<file path="src/cmb_pkg.sv">
// Shared constants and carrier types of the CAN message-buffer control block.
// Assumes a 16-bit register port and a protocol engine on the same clock.
package cmb_pkg;

    // ------------------------------------------------------------
    // Register word indices on the register port
    // ------------------------------------------------------------
    localparam int CMB_AW = 4;                              // Address width.
    localparam logic [3:0] CMB_ADDR_MASK_EID = 4'h0;        // Extended-id acceptance mask.
    localparam logic [3:0] CMB_ADDR_MASK_STD = 4'h1;        // Standard-id acceptance mask.
    localparam logic [3:0] CMB_ADDR_FUL_LO = 4'h2;          // Full flags, buffers 15..0.
    localparam logic [3:0] CMB_ADDR_FUL_HI = 4'h3;          // Full flags, buffers 31..16.
    localparam logic [3:0] CMB_ADDR_OVF_LO = 4'h4;          // Overrun flags, buffers 15..0.
    localparam logic [3:0] CMB_ADDR_OVF_HI = 4'h5;          // Overrun flags, buffers 31..16.
    localparam logic [3:0] CMB_ADDR_CON0 = 4'h6;            // First pair control word.

    // ------------------------------------------------------------
    // Sizes, field positions and reset values
    // ------------------------------------------------------------
    localparam int CMB_WORD_W = 16;                         // Register width.
    localparam int CMB_NUM_BUF = 32;                        // Receive buffers.
    localparam int CMB_NUM_TX = 8;                          // Buffers with a control byte.
    localparam int CMB_NUM_CON = 4;                         // Pair control words.
    localparam int CMB_SID_W = 11;                          // Standard identifier width.
    localparam int CMB_EID_W = 18;                          // Extended identifier width.
    localparam int CMB_EIDW_W = 12;                         // Id bits held in the ext word.
    localparam int CMB_EIDW_SRC = 6;                        // Lowest id bit in the ext word.
    localparam int CMB_MASKE_W = 16;                        // Ext mask bits in mask word.
    localparam int CMB_FHIT_W = 5;                          // Filter hit code width.
    localparam int CMB_SID_LSB = 2;                         // Std id position in its word.
    localparam int CMB_SRR_BIT = 1;                         // Remote request position.
    localparam int CMB_IDE_BIT = 0;                         // Frame format position.
    localparam int CMB_EID_LSB = 0;                         // Ext id position in its word.
    localparam int CMB_FHIT_LSB = 8;                        // Filter hit code position.
    localparam int CMB_MSK_SID_LSB = 5;                     // Std id bits in std mask.
    localparam int CMB_MSK_EIDH_LSB = 0;                    // Ext id bits 17:16 in std mask.
    localparam logic [15:0] CMB_REG_RESET = 16'h0000;       // Register reset value.

    // Control byte of one buffer; the packed order is the register layout.
    typedef struct packed {
        logic dir;                                          // One means transmit buffer.
        logic aborted;                                      // Last send was aborted.
        logic arb_lost;                                     // Arbitration was lost.
        logic tx_err;                                       // Bus error while sending.
        logic req;                                          // Send request.
        logic rtr_en;                                       // Auto-answer remote frames.
        logic [1:0] pri;                                    // Transmit priority.
    } cmb_bctl_t;

    localparam cmb_bctl_t CMB_BCTL_RESET = 8'h00;

    // State of one buffer control slice.
    typedef struct packed {
        cmb_bctl_t ctrl;
        logic abort_req;
    } cmb_bst_t;

    // Received message handed over by the protocol engine.
    typedef struct packed {
        logic valid;
        logic [4:0] buf_idx;
        logic [4:0] filter;
        logic [10:0] standard_identifier;
        logic [17:0] extended_identifier;
        logic srr;
        logic ide;
    } cmb_rx_evt_t;

    // Transmit-side events for one buffer.
    typedef struct packed {
        logic ok;
        logic aborted;
        logic arb_lost;
        logic bus_err;
        logic remote;
        logic [2:0] buf_idx;
    } cmb_tx_evt_t;

    // Write of one buffer's words into DMA memory.
    typedef struct packed {
        logic valid;
        logic [4:0] buf_idx;
        logic [15:0] sid_word;
        logic [15:0] eid_word;
        logic [15:0] stat_word;
    } cmb_dma_wr_t;

    // Identifier pair to test against the acceptance mask.
    typedef struct packed {
        logic [10:0] msg_sid;
        logic [17:0] msg_eid;
        logic [10:0] flt_sid;
        logic [17:0] flt_eid;
    } cmb_flt_t;

endpackage

</file>
<file path="src/cmb_buf_ctrl.sv">
// Control byte of one message buffer: direction, request and send status.
// Assumes byte writes and engine events arrive on the same clock.
`timescale 1ns/1ps

module cmb_buf_ctrl
    import cmb_pkg::*;
(
    input wire logic i_mclk,
    input wire logic i_reset_n,
    input wire logic i_ce,
    input wire logic i_wr,
    input wire cmb_bctl_t i_wdata,
    input wire logic i_tx_ok,
    input wire logic i_tx_aborted,
    input wire logic i_arb_lost,
    input wire logic i_bus_err,
    input wire logic i_remote,
    output cmb_bctl_t o_ctrl,
    output logic o_abort_req
);

    cmb_bst_t st_r;     // Whole state of the slice.
    cmb_bst_t st_nxt;   // Its next value.
    logic set_req;      // A new send request this cycle.

    // ------------------------------------------------------------
    // Next state
    // ------------------------------------------------------------
    // Hardware sets are applied last so that they win over clears.
    always_comb begin
        st_nxt = st_r;
        st_nxt.abort_req = 1'b0;
        set_req = 1'b0;
        if (i_wr) begin
            st_nxt.ctrl.dir = i_wdata.dir;
            st_nxt.ctrl.rtr_en = i_wdata.rtr_en;
            st_nxt.ctrl.pri = i_wdata.pri;
            if (i_wdata.req) begin
                set_req = 1'b1;
            end else if (st_r.ctrl.req) begin
                st_nxt.ctrl.req = 1'b0;
                st_nxt.abort_req = 1'b1;
            end
        end
        // Remote frames only restart a buffer set up to answer them.
        if (i_remote && st_r.ctrl.rtr_en && st_r.ctrl.dir) begin
            set_req = 1'b1;
        end
        if (i_tx_ok || i_tx_aborted) begin
            st_nxt.ctrl.req = 1'b0;
        end
        if (set_req) begin
            st_nxt.ctrl.req = 1'b1;
            st_nxt.ctrl.aborted = 1'b0;
            st_nxt.ctrl.arb_lost = 1'b0;
            st_nxt.ctrl.tx_err = 1'b0;
        end
        if (i_tx_ok) begin
            st_nxt.ctrl.aborted = 1'b0;
        end
        if (i_tx_aborted) begin
            st_nxt.ctrl.aborted = 1'b1;
        end
        if (i_arb_lost) begin
            st_nxt.ctrl.arb_lost = 1'b1;
        end
        if (i_bus_err) begin
            st_nxt.ctrl.tx_err = 1'b1;
        end
    end

    // Synchronous reset; a low clock enable freezes the slice.
    always_ff @(posedge i_mclk) begin
        if (!i_reset_n) begin
            st_r <= '{ctrl: CMB_BCTL_RESET, abort_req: 1'b0};
        end else if (i_ce) begin
            st_r <= st_nxt;
        end
    end

    assign o_ctrl = st_r.ctrl;
    assign o_abort_req = st_r.abort_req;

    a_req_clr_flags: assert property (@(posedge i_mclk) disable iff (!i_reset_n)
        i_ce && i_wr && i_wdata.req && !i_tx_aborted && !i_arb_lost && !i_bus_err
        |=> o_ctrl.req && !o_ctrl.aborted && !o_ctrl.arb_lost && !o_ctrl.tx_err)
        else $error("send request did not clear status flags");

    a_abort_on_clr: assert property (@(posedge i_mclk) disable iff (!i_reset_n)
        i_ce && i_wr && !i_wdata.req && o_ctrl.req && !i_remote
        |=> o_abort_req && !o_ctrl.req ##1 (!o_abort_req || !$past(i_ce)))
        else $error("clearing the request gave no single abort pulse");

    a_ok_ends_req: assert property (@(posedge i_mclk) disable iff (!i_reset_n)
        i_ce && i_tx_ok && !i_tx_aborted && !i_wr && !(i_remote && o_ctrl.rtr_en && o_ctrl.dir)
        |=> !o_ctrl.req && !o_ctrl.aborted)
        else $error("successful send left the request set");

    a_remote_req: assert property (@(posedge i_mclk) disable iff (!i_reset_n)
        i_ce && i_remote && o_ctrl.dir && !i_wr
        |=> o_ctrl.req == $past(o_ctrl.rtr_en || o_ctrl.req) || $past(i_tx_ok || i_tx_aborted))
        else $error("remote frame handling of request is wrong");

endmodule

</file>
<file path="src/cmb_msgbuf_ctrl.sv">
// Message-buffer control and status of a CAN controller: masks, flags, control.
// Assumes a same-clock protocol engine and a register master that never waits.
`timescale 1ns/1ps

import cmb_pkg::*;

// Summary of operation
// - Ext mask one compares bit, zero ignores
// - Receive sets full flag, software clears
// - Receive into full buffer sets overrun
// - Direction one transmits, zero receives
// - Aborted flag shows last send aborted
// - Arbitration-lost flag set on lost arbitration
// - Error flag set on bus error
// - Request starts send, cleared on success
// - Clearing pending request asks for abort
// - Auto-remote sets request on remote frame
// - Two-bit priority, three highest, zero lowest
// - New request clears the three status flags
// - Control word: odd buffer high, even low
// - Std id word bits 12..2, top zero
// - Bit one is substitute remote request
// - Bit zero selects extended frame format
// - Ext id word holds id 17..6, top zero
// - Id and status words live in DMA memory
// - Status word records five-bit filter hit
// - Std mask one compares bit, zero ignores
module cmb_msgbuf_ctrl
    import cmb_pkg::*;
(
    input wire logic i_mclk,
    input wire logic i_reset_n,
    input wire logic i_ce,
    input wire logic [3:0] i_addr,
    input wire logic [15:0] i_wdata,
    input wire logic i_wr,
    input wire logic i_rd,
    output logic [15:0] o_rdata,
    input wire cmb_rx_evt_t i_rx_evt,
    input wire cmb_tx_evt_t i_tx_evt,
    input wire cmb_flt_t i_flt,
    output logic o_filter_match,
    output cmb_dma_wr_t o_dma,
    output logic o_tx_valid,
    output logic [2:0] o_tx_sel,
    output logic [7:0] o_abort_req
);

    // ------------------------------------------------------------
    // State
    // ------------------------------------------------------------

    // All flip-flops of this level; buffer control bytes sit in the slices.
    typedef struct packed {
        logic [15:0] mask_eid;      // Extended-id mask, bits 15..0.
        logic [15:0] mask_std;      // Standard-id mask and ext bits 17:16.
        logic [31:0] full;          // Receive-full flags.
        logic [31:0] ovf;           // Receive-overrun flags.
        logic [15:0] rdata;         // Read data, valid one cycle.
        cmb_dma_wr_t dma;           // Pending DMA memory write.
        logic match;                // Acceptance result.
        logic tx_valid;             // A transmit buffer is pending.
        logic [2:0] tx_sel;         // The buffer to send next.
    } cmb_top_st_t;

    cmb_top_st_t st_r;              // Registered state.
    cmb_top_st_t st_nxt;            // Next state.

    cmb_bctl_t ctrl [CMB_NUM_TX];   // Control bytes of the slices.
    logic [7:0] abort_req;          // Abort pulses of the slices.
    logic [15:0] rd_val;            // Read mux output.
    logic [17:0] eid_cmp_mask;      // Joined extended mask.
    logic [10:0] sid_cmp_mask;      // Standard mask bits.
    logic best_found;               // Search found a pending buffer.
    logic [1:0] best_pri;           // Priority of the best so far.
    logic [2:0] best_idx;           // Index of the best so far.

    // ------------------------------------------------------------
    // Buffer control slices
    // ------------------------------------------------------------

    // Each pair word writes two slices: the even buffer owns the
    // low byte and the odd buffer the high byte.
    for (genvar g = 0; g < CMB_NUM_TX; g++) begin : g_buf
        logic wr_hit;       // This buffer's byte is written.
        logic ev_hit;       // Engine event names this buffer.
        assign wr_hit = i_wr && (i_addr == CMB_ADDR_CON0 + 4'(g / 2));
        assign ev_hit = (i_tx_evt.buf_idx == 3'(g));

        cmb_buf_ctrl u_ctrl (
            .i_mclk(i_mclk),
            .i_reset_n(i_reset_n),
            .i_ce(i_ce),
            .i_wr(wr_hit),
            .i_wdata(i_wdata[(g % 2) * 8 +: 8]),
            .i_tx_ok(ev_hit && i_tx_evt.ok),
            .i_tx_aborted(ev_hit && i_tx_evt.aborted),
            .i_arb_lost(ev_hit && i_tx_evt.arb_lost),
            .i_bus_err(ev_hit && i_tx_evt.bus_err),
            .i_remote(ev_hit && i_tx_evt.remote),
            .o_ctrl(ctrl[g]),
            .o_abort_req(abort_req[g])
        );
    end

    // ------------------------------------------------------------
    // Read mux
    // ------------------------------------------------------------

    // Unmapped addresses read as zero.
    always_comb begin
        rd_val = CMB_REG_RESET;
        case (i_addr)
            CMB_ADDR_MASK_EID: rd_val = st_r.mask_eid;
            CMB_ADDR_MASK_STD: rd_val = st_r.mask_std;
            CMB_ADDR_FUL_LO: rd_val = st_r.full[0 +: CMB_WORD_W];
            CMB_ADDR_FUL_HI: rd_val = st_r.full[CMB_WORD_W +: CMB_WORD_W];
            CMB_ADDR_OVF_LO: rd_val = st_r.ovf[0 +: CMB_WORD_W];
            CMB_ADDR_OVF_HI: rd_val = st_r.ovf[CMB_WORD_W +: CMB_WORD_W];
            default: begin
                for (int k = 0; k < CMB_NUM_CON; k++) begin
                    if (i_addr == CMB_ADDR_CON0 + 4'(k)) begin
                        rd_val = {ctrl[2 * k + 1], ctrl[2 * k]};
                    end
                end
            end
        endcase
    end

    // ------------------------------------------------------------
    // Transmit selection
    // ------------------------------------------------------------

    // Highest priority field wins; on a tie the higher buffer
    // number wins because the search walks upward with >=.
    always_comb begin
        best_found = 1'b0;
        best_pri = 2'h0;
        best_idx = 3'h0;
        for (int i = 0; i < CMB_NUM_TX; i++) begin
            if (ctrl[i].dir && ctrl[i].req) begin
                if (!best_found || ctrl[i].pri >= best_pri) begin
                    best_found = 1'b1;
                    best_pri = ctrl[i].pri;
                    best_idx = 3'(i);
                end
            end
        end
    end

    // ------------------------------------------------------------
    // Acceptance mask
    // ------------------------------------------------------------

    // Mask ones take part in the comparison, zeros are don't-care.
    assign eid_cmp_mask = {st_r.mask_std[CMB_MSK_EIDH_LSB +: 2], st_r.mask_eid};
    assign sid_cmp_mask = st_r.mask_std[CMB_MSK_SID_LSB +: CMB_SID_W];

    // ------------------------------------------------------------
    // Next state
    // ------------------------------------------------------------

    // Software clears go first and hardware sets after them, so
    // an event in the clearing cycle is never lost.
    always_comb begin
        st_nxt = st_r;
        st_nxt.dma.valid = 1'b0;
        // Read data stand only in the cycle after the strobe.
        st_nxt.rdata = i_rd ? rd_val : CMB_REG_RESET;
        st_nxt.match = (((i_flt.msg_sid ^ i_flt.flt_sid) & sid_cmp_mask) == '0)
            && (((i_flt.msg_eid ^ i_flt.flt_eid) & eid_cmp_mask) == '0);
        st_nxt.tx_valid = best_found;
        st_nxt.tx_sel = best_idx;

        if (i_wr) begin
            case (i_addr)
                CMB_ADDR_MASK_EID: st_nxt.mask_eid = i_wdata;
                CMB_ADDR_MASK_STD: st_nxt.mask_std = i_wdata;
                CMB_ADDR_FUL_LO: st_nxt.full[0 +: CMB_WORD_W] &= i_wdata;
                CMB_ADDR_FUL_HI: st_nxt.full[CMB_WORD_W +: CMB_WORD_W] &= i_wdata;
                CMB_ADDR_OVF_LO: st_nxt.ovf[0 +: CMB_WORD_W] &= i_wdata;
                CMB_ADDR_OVF_HI: st_nxt.ovf[CMB_WORD_W +: CMB_WORD_W] &= i_wdata;
                default: begin
                    // Control words are held in the slices.
                end
            endcase
        end

        if (i_rx_evt.valid) begin
            if (st_r.full[i_rx_evt.buf_idx]) begin
                // The buffer still holds an unread message; it is
                // kept and the new one is dropped.
                st_nxt.ovf[i_rx_evt.buf_idx] = 1'b1;
            end else begin
                st_nxt.full[i_rx_evt.buf_idx] = 1'b1;
                // The words go out to DMA memory, not to registers.
                st_nxt.dma.valid = 1'b1;
                st_nxt.dma.buf_idx = i_rx_evt.buf_idx;
                st_nxt.dma.sid_word = '0;
                st_nxt.dma.sid_word[CMB_SID_LSB +: CMB_SID_W] = i_rx_evt.standard_identifier;
                st_nxt.dma.sid_word[CMB_SRR_BIT] = i_rx_evt.srr;
                st_nxt.dma.sid_word[CMB_IDE_BIT] = i_rx_evt.ide;
                st_nxt.dma.eid_word = '0;
                st_nxt.dma.eid_word[CMB_EID_LSB +: CMB_EIDW_W] =
                    i_rx_evt.extended_identifier[CMB_EIDW_SRC +: CMB_EIDW_W];
                st_nxt.dma.stat_word = '0;
                st_nxt.dma.stat_word[CMB_FHIT_LSB +: CMB_FHIT_W] = i_rx_evt.filter;
            end
        end
    end

    // ------------------------------------------------------------
    // Registers
    // ------------------------------------------------------------

    // Synchronous reset; a low clock enable freezes everything.
    always_ff @(posedge i_mclk) begin
        if (!i_reset_n) begin
            st_r <= '0;
        end else if (i_ce) begin
            st_r <= st_nxt;
        end
    end

    assign o_rdata = st_r.rdata;
    assign o_filter_match = st_r.match;
    assign o_dma = st_r.dma;
    assign o_tx_valid = st_r.tx_valid;
    assign o_tx_sel = st_r.tx_sel;
    assign o_abort_req = abort_req;

    // ------------------------------------------------------------
    // Checks
    // ------------------------------------------------------------

    a_rx_sets_full: assert property (@(posedge i_mclk) disable iff (!i_reset_n)
        i_ce && i_rx_evt.valid && !st_r.full[i_rx_evt.buf_idx]
        |=> st_r.full[$past(i_rx_evt.buf_idx)] && !st_r.ovf[$past(i_rx_evt.buf_idx)]
            || $past(st_r.ovf[i_rx_evt.buf_idx]))
        else $error("receive did not mark the buffer full");

    a_rx_overrun: assert property (@(posedge i_mclk) disable iff (!i_reset_n)
        i_ce && i_rx_evt.valid && st_r.full[i_rx_evt.buf_idx]
        |=> st_r.ovf[$past(i_rx_evt.buf_idx)] && !o_dma.valid)
        else $error("write to a full buffer did not flag overrun");

    a_wc_one_keeps: assert property (@(posedge i_mclk) disable iff (!i_reset_n)
        i_ce && i_wr && i_addr == CMB_ADDR_FUL_LO && i_wdata == 16'hffff
        |=> st_r.full[0 +: CMB_WORD_W] == $past(st_r.full[0 +: CMB_WORD_W])
            || $past(i_rx_evt.valid))
        else $error("writing one changed a full flag");

    a_wc_zero_clears: assert property (@(posedge i_mclk) disable iff (!i_reset_n)
        i_ce && i_wr && i_addr == CMB_ADDR_OVF_HI && i_wdata == 16'h0000 && !i_rx_evt.valid
        |=> st_r.ovf[CMB_WORD_W +: CMB_WORD_W] == 16'h0000)
        else $error("writing zero did not clear overrun flags");

    a_dma_status: assert property (@(posedge i_mclk) disable iff (!i_reset_n)
        i_ce && i_rx_evt.valid && !st_r.full[i_rx_evt.buf_idx]
        |=> o_dma.valid && o_dma.stat_word == {3'h0, $past(i_rx_evt.filter), 8'h00})
        else $error("status word does not hold the filter hit");

    a_sid_word_fmt: assert property (@(posedge i_mclk) disable iff (!i_reset_n)
        i_ce && i_rx_evt.valid && !st_r.full[i_rx_evt.buf_idx]
        |=> o_dma.sid_word == {3'h0, $past(i_rx_evt.standard_identifier), $past(i_rx_evt.srr), $past(i_rx_evt.ide)})
        else $error("standard id word layout is wrong");

    a_eid_word_fmt: assert property (@(posedge i_mclk) disable iff (!i_reset_n)
        i_ce && i_rx_evt.valid && !st_r.full[i_rx_evt.buf_idx]
        |=> o_dma.eid_word == {4'h0, $past(i_rx_evt.extended_identifier[17:6])})
        else $error("extended id word top bits not zero");

    a_mask_dontcare: assert property (@(posedge i_mclk) disable iff (!i_reset_n)
        i_reset_n && i_ce && st_r.mask_eid == 16'h0000 && st_r.mask_std == 16'h0000 |=> o_filter_match)
        else $error("all-zero mask did not accept");

    a_mask_compare: assert property (@(posedge i_mclk) disable iff (!i_reset_n)
        i_ce && st_r.mask_std[CMB_MSK_SID_LSB] && (i_flt.msg_sid[0] != i_flt.flt_sid[0])
        |=> !o_filter_match)
        else $error("masked-in standard id bit was ignored");

    a_tx_pick: assert property (@(posedge i_mclk) disable iff (!i_reset_n)
        i_ce && best_found && !i_wr |=> o_tx_valid && ctrl[o_tx_sel].dir
            && ctrl[o_tx_sel].pri == $past(best_pri))
        else $error("transmit pick is not the best pending buffer");

endmodule

</file>
<file path="config.mk">
export PLATFORM = sky130hd
export DESIGN_NAME = cmb_msgbuf_ctrl
export DESIGN_NICKNAME = d
export VERILOG_FILES = /design/src/cmb_pkg.sv /design/src/cmb_buf_ctrl.sv /design/src/cmb_msgbuf_ctrl.sv
export SDC_FILE = /design/constraint.sdc
export NUM_CORES = 1
export LEC_CHECK = 0
export ABC_AREA = 1
export BUFFER_PORTS_ARGS = -buffer_cell sky130_fd_sc_hd__buf_2
export CAP_MARGIN = 20
export CORE_ASPECT_RATIO = 0.8
export CORE_MARGIN = 2
export CORE_UTILIZATION = 44
export CTS_CLUSTER_DIAMETER = 80
export DETAILED_ROUTE_END_ITERATION = 10
export PLACE_DENSITY = 0.69
export SLEW_MARGIN = 20
export SYNTH_ARGS = -nofsm -noshare
export SYNTH_HDL_FRONTEND = slang
export SYNTH_HIERARCHICAL = 1
export SYNTH_SLANG_ARGS = --single-unit
</file>
<file path="constraint.sdc">
create_clock -name i_mclk -period 7.4 [get_ports i_mclk]
set_input_delay 1.11 -clock i_mclk [delete_from_list [all_inputs] [get_ports i_mclk]]
set_output_delay 1.11 -clock i_mclk [all_outputs]
set_load 0.01 [all_outputs]
</file>
==> impl_metrics.py <==
metrics = {
    "worst_setup_path": {
        "cp_slowest_cell": "or3b_2",
        "worstSetupEndpointType": "flop",
        "reg2reg_slack_ns": 0.65,
        "cp_data_arrival_time_ns": 7.16,
        "ff2ff_path_depth": 55,
        "cp_slowest_stage_delay_ns": 0.48,
        "critPathRequiredTime_ns": 7.81,
        "startpoint_type": "flop",
        "critPathMaxFanout": 5,
        "timing.rr.end": "o_tx_sel[1]$_SDFFE_PN0P_",
        "crit_start": "g_buf[0].u_ctrl/o_ctrl[3]$_SDFFE_PN0P_",
        "r2r-start": "g_buf[0].u_ctrl/o_ctrl[3]$_SDFFE_PN0P_",
        "critPathKind": "flop to flop",
        "crit_end": "o_tx_sel[1]$_SDFFE_PN0P_",
        "cpMostUsedCell": "nand2_1",
    },
    "finish": {
        "layout.cells.most_common": "nand2_1",
        "area_growth_pct": 12.9,
        "fin_cells": 2280,
        "drive_above_1_share_pct": 18.4,
        "nFillCells": 2823,
        "nets": 2034,
        "final_cell_mix": "264 x nand2_1, 243 x nor2_1, 223 x dfxtp_1, 190 x buf_2, 188 x o21ai_0",
        "fin_util_pct": 50.0,
    },
    "die": {
        "std_cell_rows": 55,
        "dieArea_mm2": 0.0297,
        "coreArea_mm2": 0.0281,
        "io_pins": 216,
        "die_w_um": 192,
        "dieHeight_um": 154,
        "start_util_pct": 44.3,
    },
    "detailed_routing": {
        "routed_wl_um": 41900,
        "top_layer": "met4",
        "drt_iter0_drc": 1361,
        "via_per_inst": 5.66,
        "wl_per_cell_um": 18.4,
        "met2_length_um": 17300,
        "dr_wl_met3_um": 4760,
        "ant_nets": 0,
        "routed-via-count": 12900,
        "met1_length_um": 19000,
        "post-route-drc-count": 0,
        "dr.pass1.iters": 6,
    },
    "timing": {
        "min_period_ns": 6.75,
        "final_hold_viol_count": 0,
        "fin_skew_ns": 0.0259,
        "slew_headroom_pct": 27.3,
        "fmax_mhz": 148,
        "setup_violations": 0,
        "post-route-period-util_pct": 91.2,
        "whs_ns": 0.459,
        "drv_slew": 0,
        "worstMarginPinSlew_ns": 1.09,
    },
    "outcome": {
        "status": "finished, final reports clean",
    },
    "flow_run": {
        "cap_violations": 0,
    },
    "clock_network": {
        "clk_pin_slew_ns": 0.06,
        "cts_root_buffer": "clkbuf_16",
        "cts_tree": "yes",
        "cts_buffers": 25,
        "numClockSinks": 225,
        "htree_levels": 1,
        "hold_buffers": 0,
        "cts_buffer_depth": 3,
        "clock_latency_ns": 0.54,
    },
    "global_route": {
        "grt_usage_pct": 26.9,
        "grt_max_degree": 93,
        "grt_pass1_wl_um": 63100,
        "grt_pass1_vias": 11400,
        "grt_antenna_before_repair": 1,
        "grt-ovfl-total": 0,
    },
    "place": {
        "gp_congestion": 0.915,
        "io_buffers": 191,
        "post-place-cells": 2229,
        "hpwl_um": 29400,
    },
    "power": {
        "fin_total_pwr_mw": 3.01,
        "max-vdd-ir-drop_uv": 170,
        "cellLeakagePower_nw": 6.03,
        "power_density_mw_per_mm2": 215,
    },
    "logic_synthesis": {
        "ys.flop_type": "dfxtp_1",
        "synth_area_mm2": 0.0125,
        "synth.distinct_cells": 42,
        "synth_warnings": 6,
        "synth_edf_count": 0,
        "avgSynthCellArea_um2": 6.94,
        "async_flop_share_pct": 0,
        "postSynthRegisterBits": 225,
        "synth_seq_area_share_pct": 36.2,
        "syn_inst": 1794,
    },
    "hold_path": {
        "hold_path_depth": 2,
        "hp-class": "flop to flop",
    },
}
## flip-flops by register name, indices dropped and copies added (netlist names), 3 cells and up
name,cells
o_dma,36
eid_cmp_mask,18
sid_cmp_mask,11
g_buf.u_ctrl/o_ctrl,64
o_tx_sel,3
g_buf.u_ctrl/o_abort_req,8
st_r,67
o_rdata,16
## through the flow
| stage | setup WS, ns | setup TNS, ns | area, µm² |
|---|---|---|---|
| after floorplan | 0.914 | 0 | 12500 |
| after global placement | 0.335 | 0 | 13100 |
| after detailed placement | 0.117 | 0 | 13100 |
| after CTS | 0.0855 | 0 | 14000 |
| after global routing | -0.0348 | -0.0595 | 14100 |
| final | 0.648 | 0 | 14100 |
## power breakdown
group          switching [mW]  total, mW  leakage (nW)  internal, mW
logic                   0.233      0.331          3.75        0.0982
registers              0.0219       1.27          1.83          1.25
clock network           0.534       1.41         0.452         0.880
## cell families (layout without fill, tap and decap cells)
group / after synthesis / count (layout) / share of synthesized area [%]
XOR/XNOR: 8 / 8 / 0.563
AO/OA/AOI/OAI: 476 / 476 / 21.8
flip-flops: 225 / 225 / 36.2
other: 1 / 19 / 0.0301
buffers and inverters: 344 / 442 / 13.8
adder cells (fa/ha/maj): 11 / 11 / 1.11
AND/OR/NAND/NOR: 729 / 729 / 26.5
## cell usage after synthesis, types with 3 or more instances
cell	n	area, µm²
a31oi_1	17	106
o31ai_1	5	37.5
o311ai_0	10	87.6
a21oi_2	8	70.1
clkinv_4	8	70.1
nand2_4	8	90.1
o21ai_0	194	971
nand4_1	13	81.3
nor3_1	20	100
buf_4	76	571
nand2_2	11	68.8
inv_2	12	45.0
o21ai_1	9	45.0
nor2_4	9	101
clkbuf_1	50	188
o211ai_1	3	22.5
o221ai_1	3	26.3
or2_2	6	37.5
nor2_1	244	916
nand3b_4	8	160
a221oi_1	37	324
nand2_1	268	1010
nor2_2	19	119
nand3_1	120	601
buf_2	11	55.1
buf_6	12	135
buf_1	4	15.0
ha_1	11	138
a21oi_1	139	696
dfxtp_1	225	4500
inv_1	169	634
o22ai_1	48	300
xnor2_1	7	61.3
## final cells by class
class,count,area (µm²),share of cell area [%]
Multi-Input combinational cell,1242,6320,45.0
Sequential cell,225,4510,32.1
Timing Repair Buffer,205,1060,7.57
Inverter,191,757,5.39
Clock buffer,32,702,5.00
Tap cell,370,463,3.29
Clock inverter,14,231,1.65
Antenna cell,1,2.50,0.0178
## layer usage
layer  vias to the layer above  GRT usage, %
met5                         -             0
met4                         0          6.18
met3                        72          5.74
met2                       738          39.7
met1                      5947          39.9
li1                       6138             -
## worst min-delay path by stage
stage,slack (ns),start,to
after global routing,0.48,g_buf[1].u_ctrl/o_ctrl[4]$_SDFFE_PN0P_,g_buf[1].u_ctrl/o_ctrl[4]$_SDFFE_PN0P_
final,0.46,o_dma[53]$_SDFFE_PN0P_,o_dma[53]$_SDFFE_PN0P_
after floorplan,0.44,g_buf[4].u_ctrl/o_ctrl[5]$_SDFFE_PN0P_,g_buf[4].u_ctrl/o_ctrl[5]$_SDFFE_PN0P_
after global placement,0.45,g_buf[4].u_ctrl/o_ctrl[5]$_SDFFE_PN0P_,g_buf[4].u_ctrl/o_ctrl[5]$_SDFFE_PN0P_
after CTS,0.46,o_rdata[15]$_SDFFE_PN0P_,o_rdata[15]$_SDFFE_PN0P_
after detailed placement,0.45,o_rdata[15]$_SDFFE_PN0P_,o_rdata[15]$_SDFFE_PN0P_
## worst max-delay path: cells and delay by family, from the launching register on
family          cells  cell delay (ns)
compound gates     11             1.33
fa+ha+maj           7             1.65
simple gates       29             2.79
flops               1             0.38
buf+inv             8             0.47
## what timing repair did
| action | in CTS | in global routing |
|---|---|---|
| endpoints found under the setup margin | 0 | 3 |
| setup buffers | 0 | 4 |
| endpoints found under the hold margin | 0 | 0 |
| resized for setup | 0 | 19 |
(Power assumes the default switching activity.)
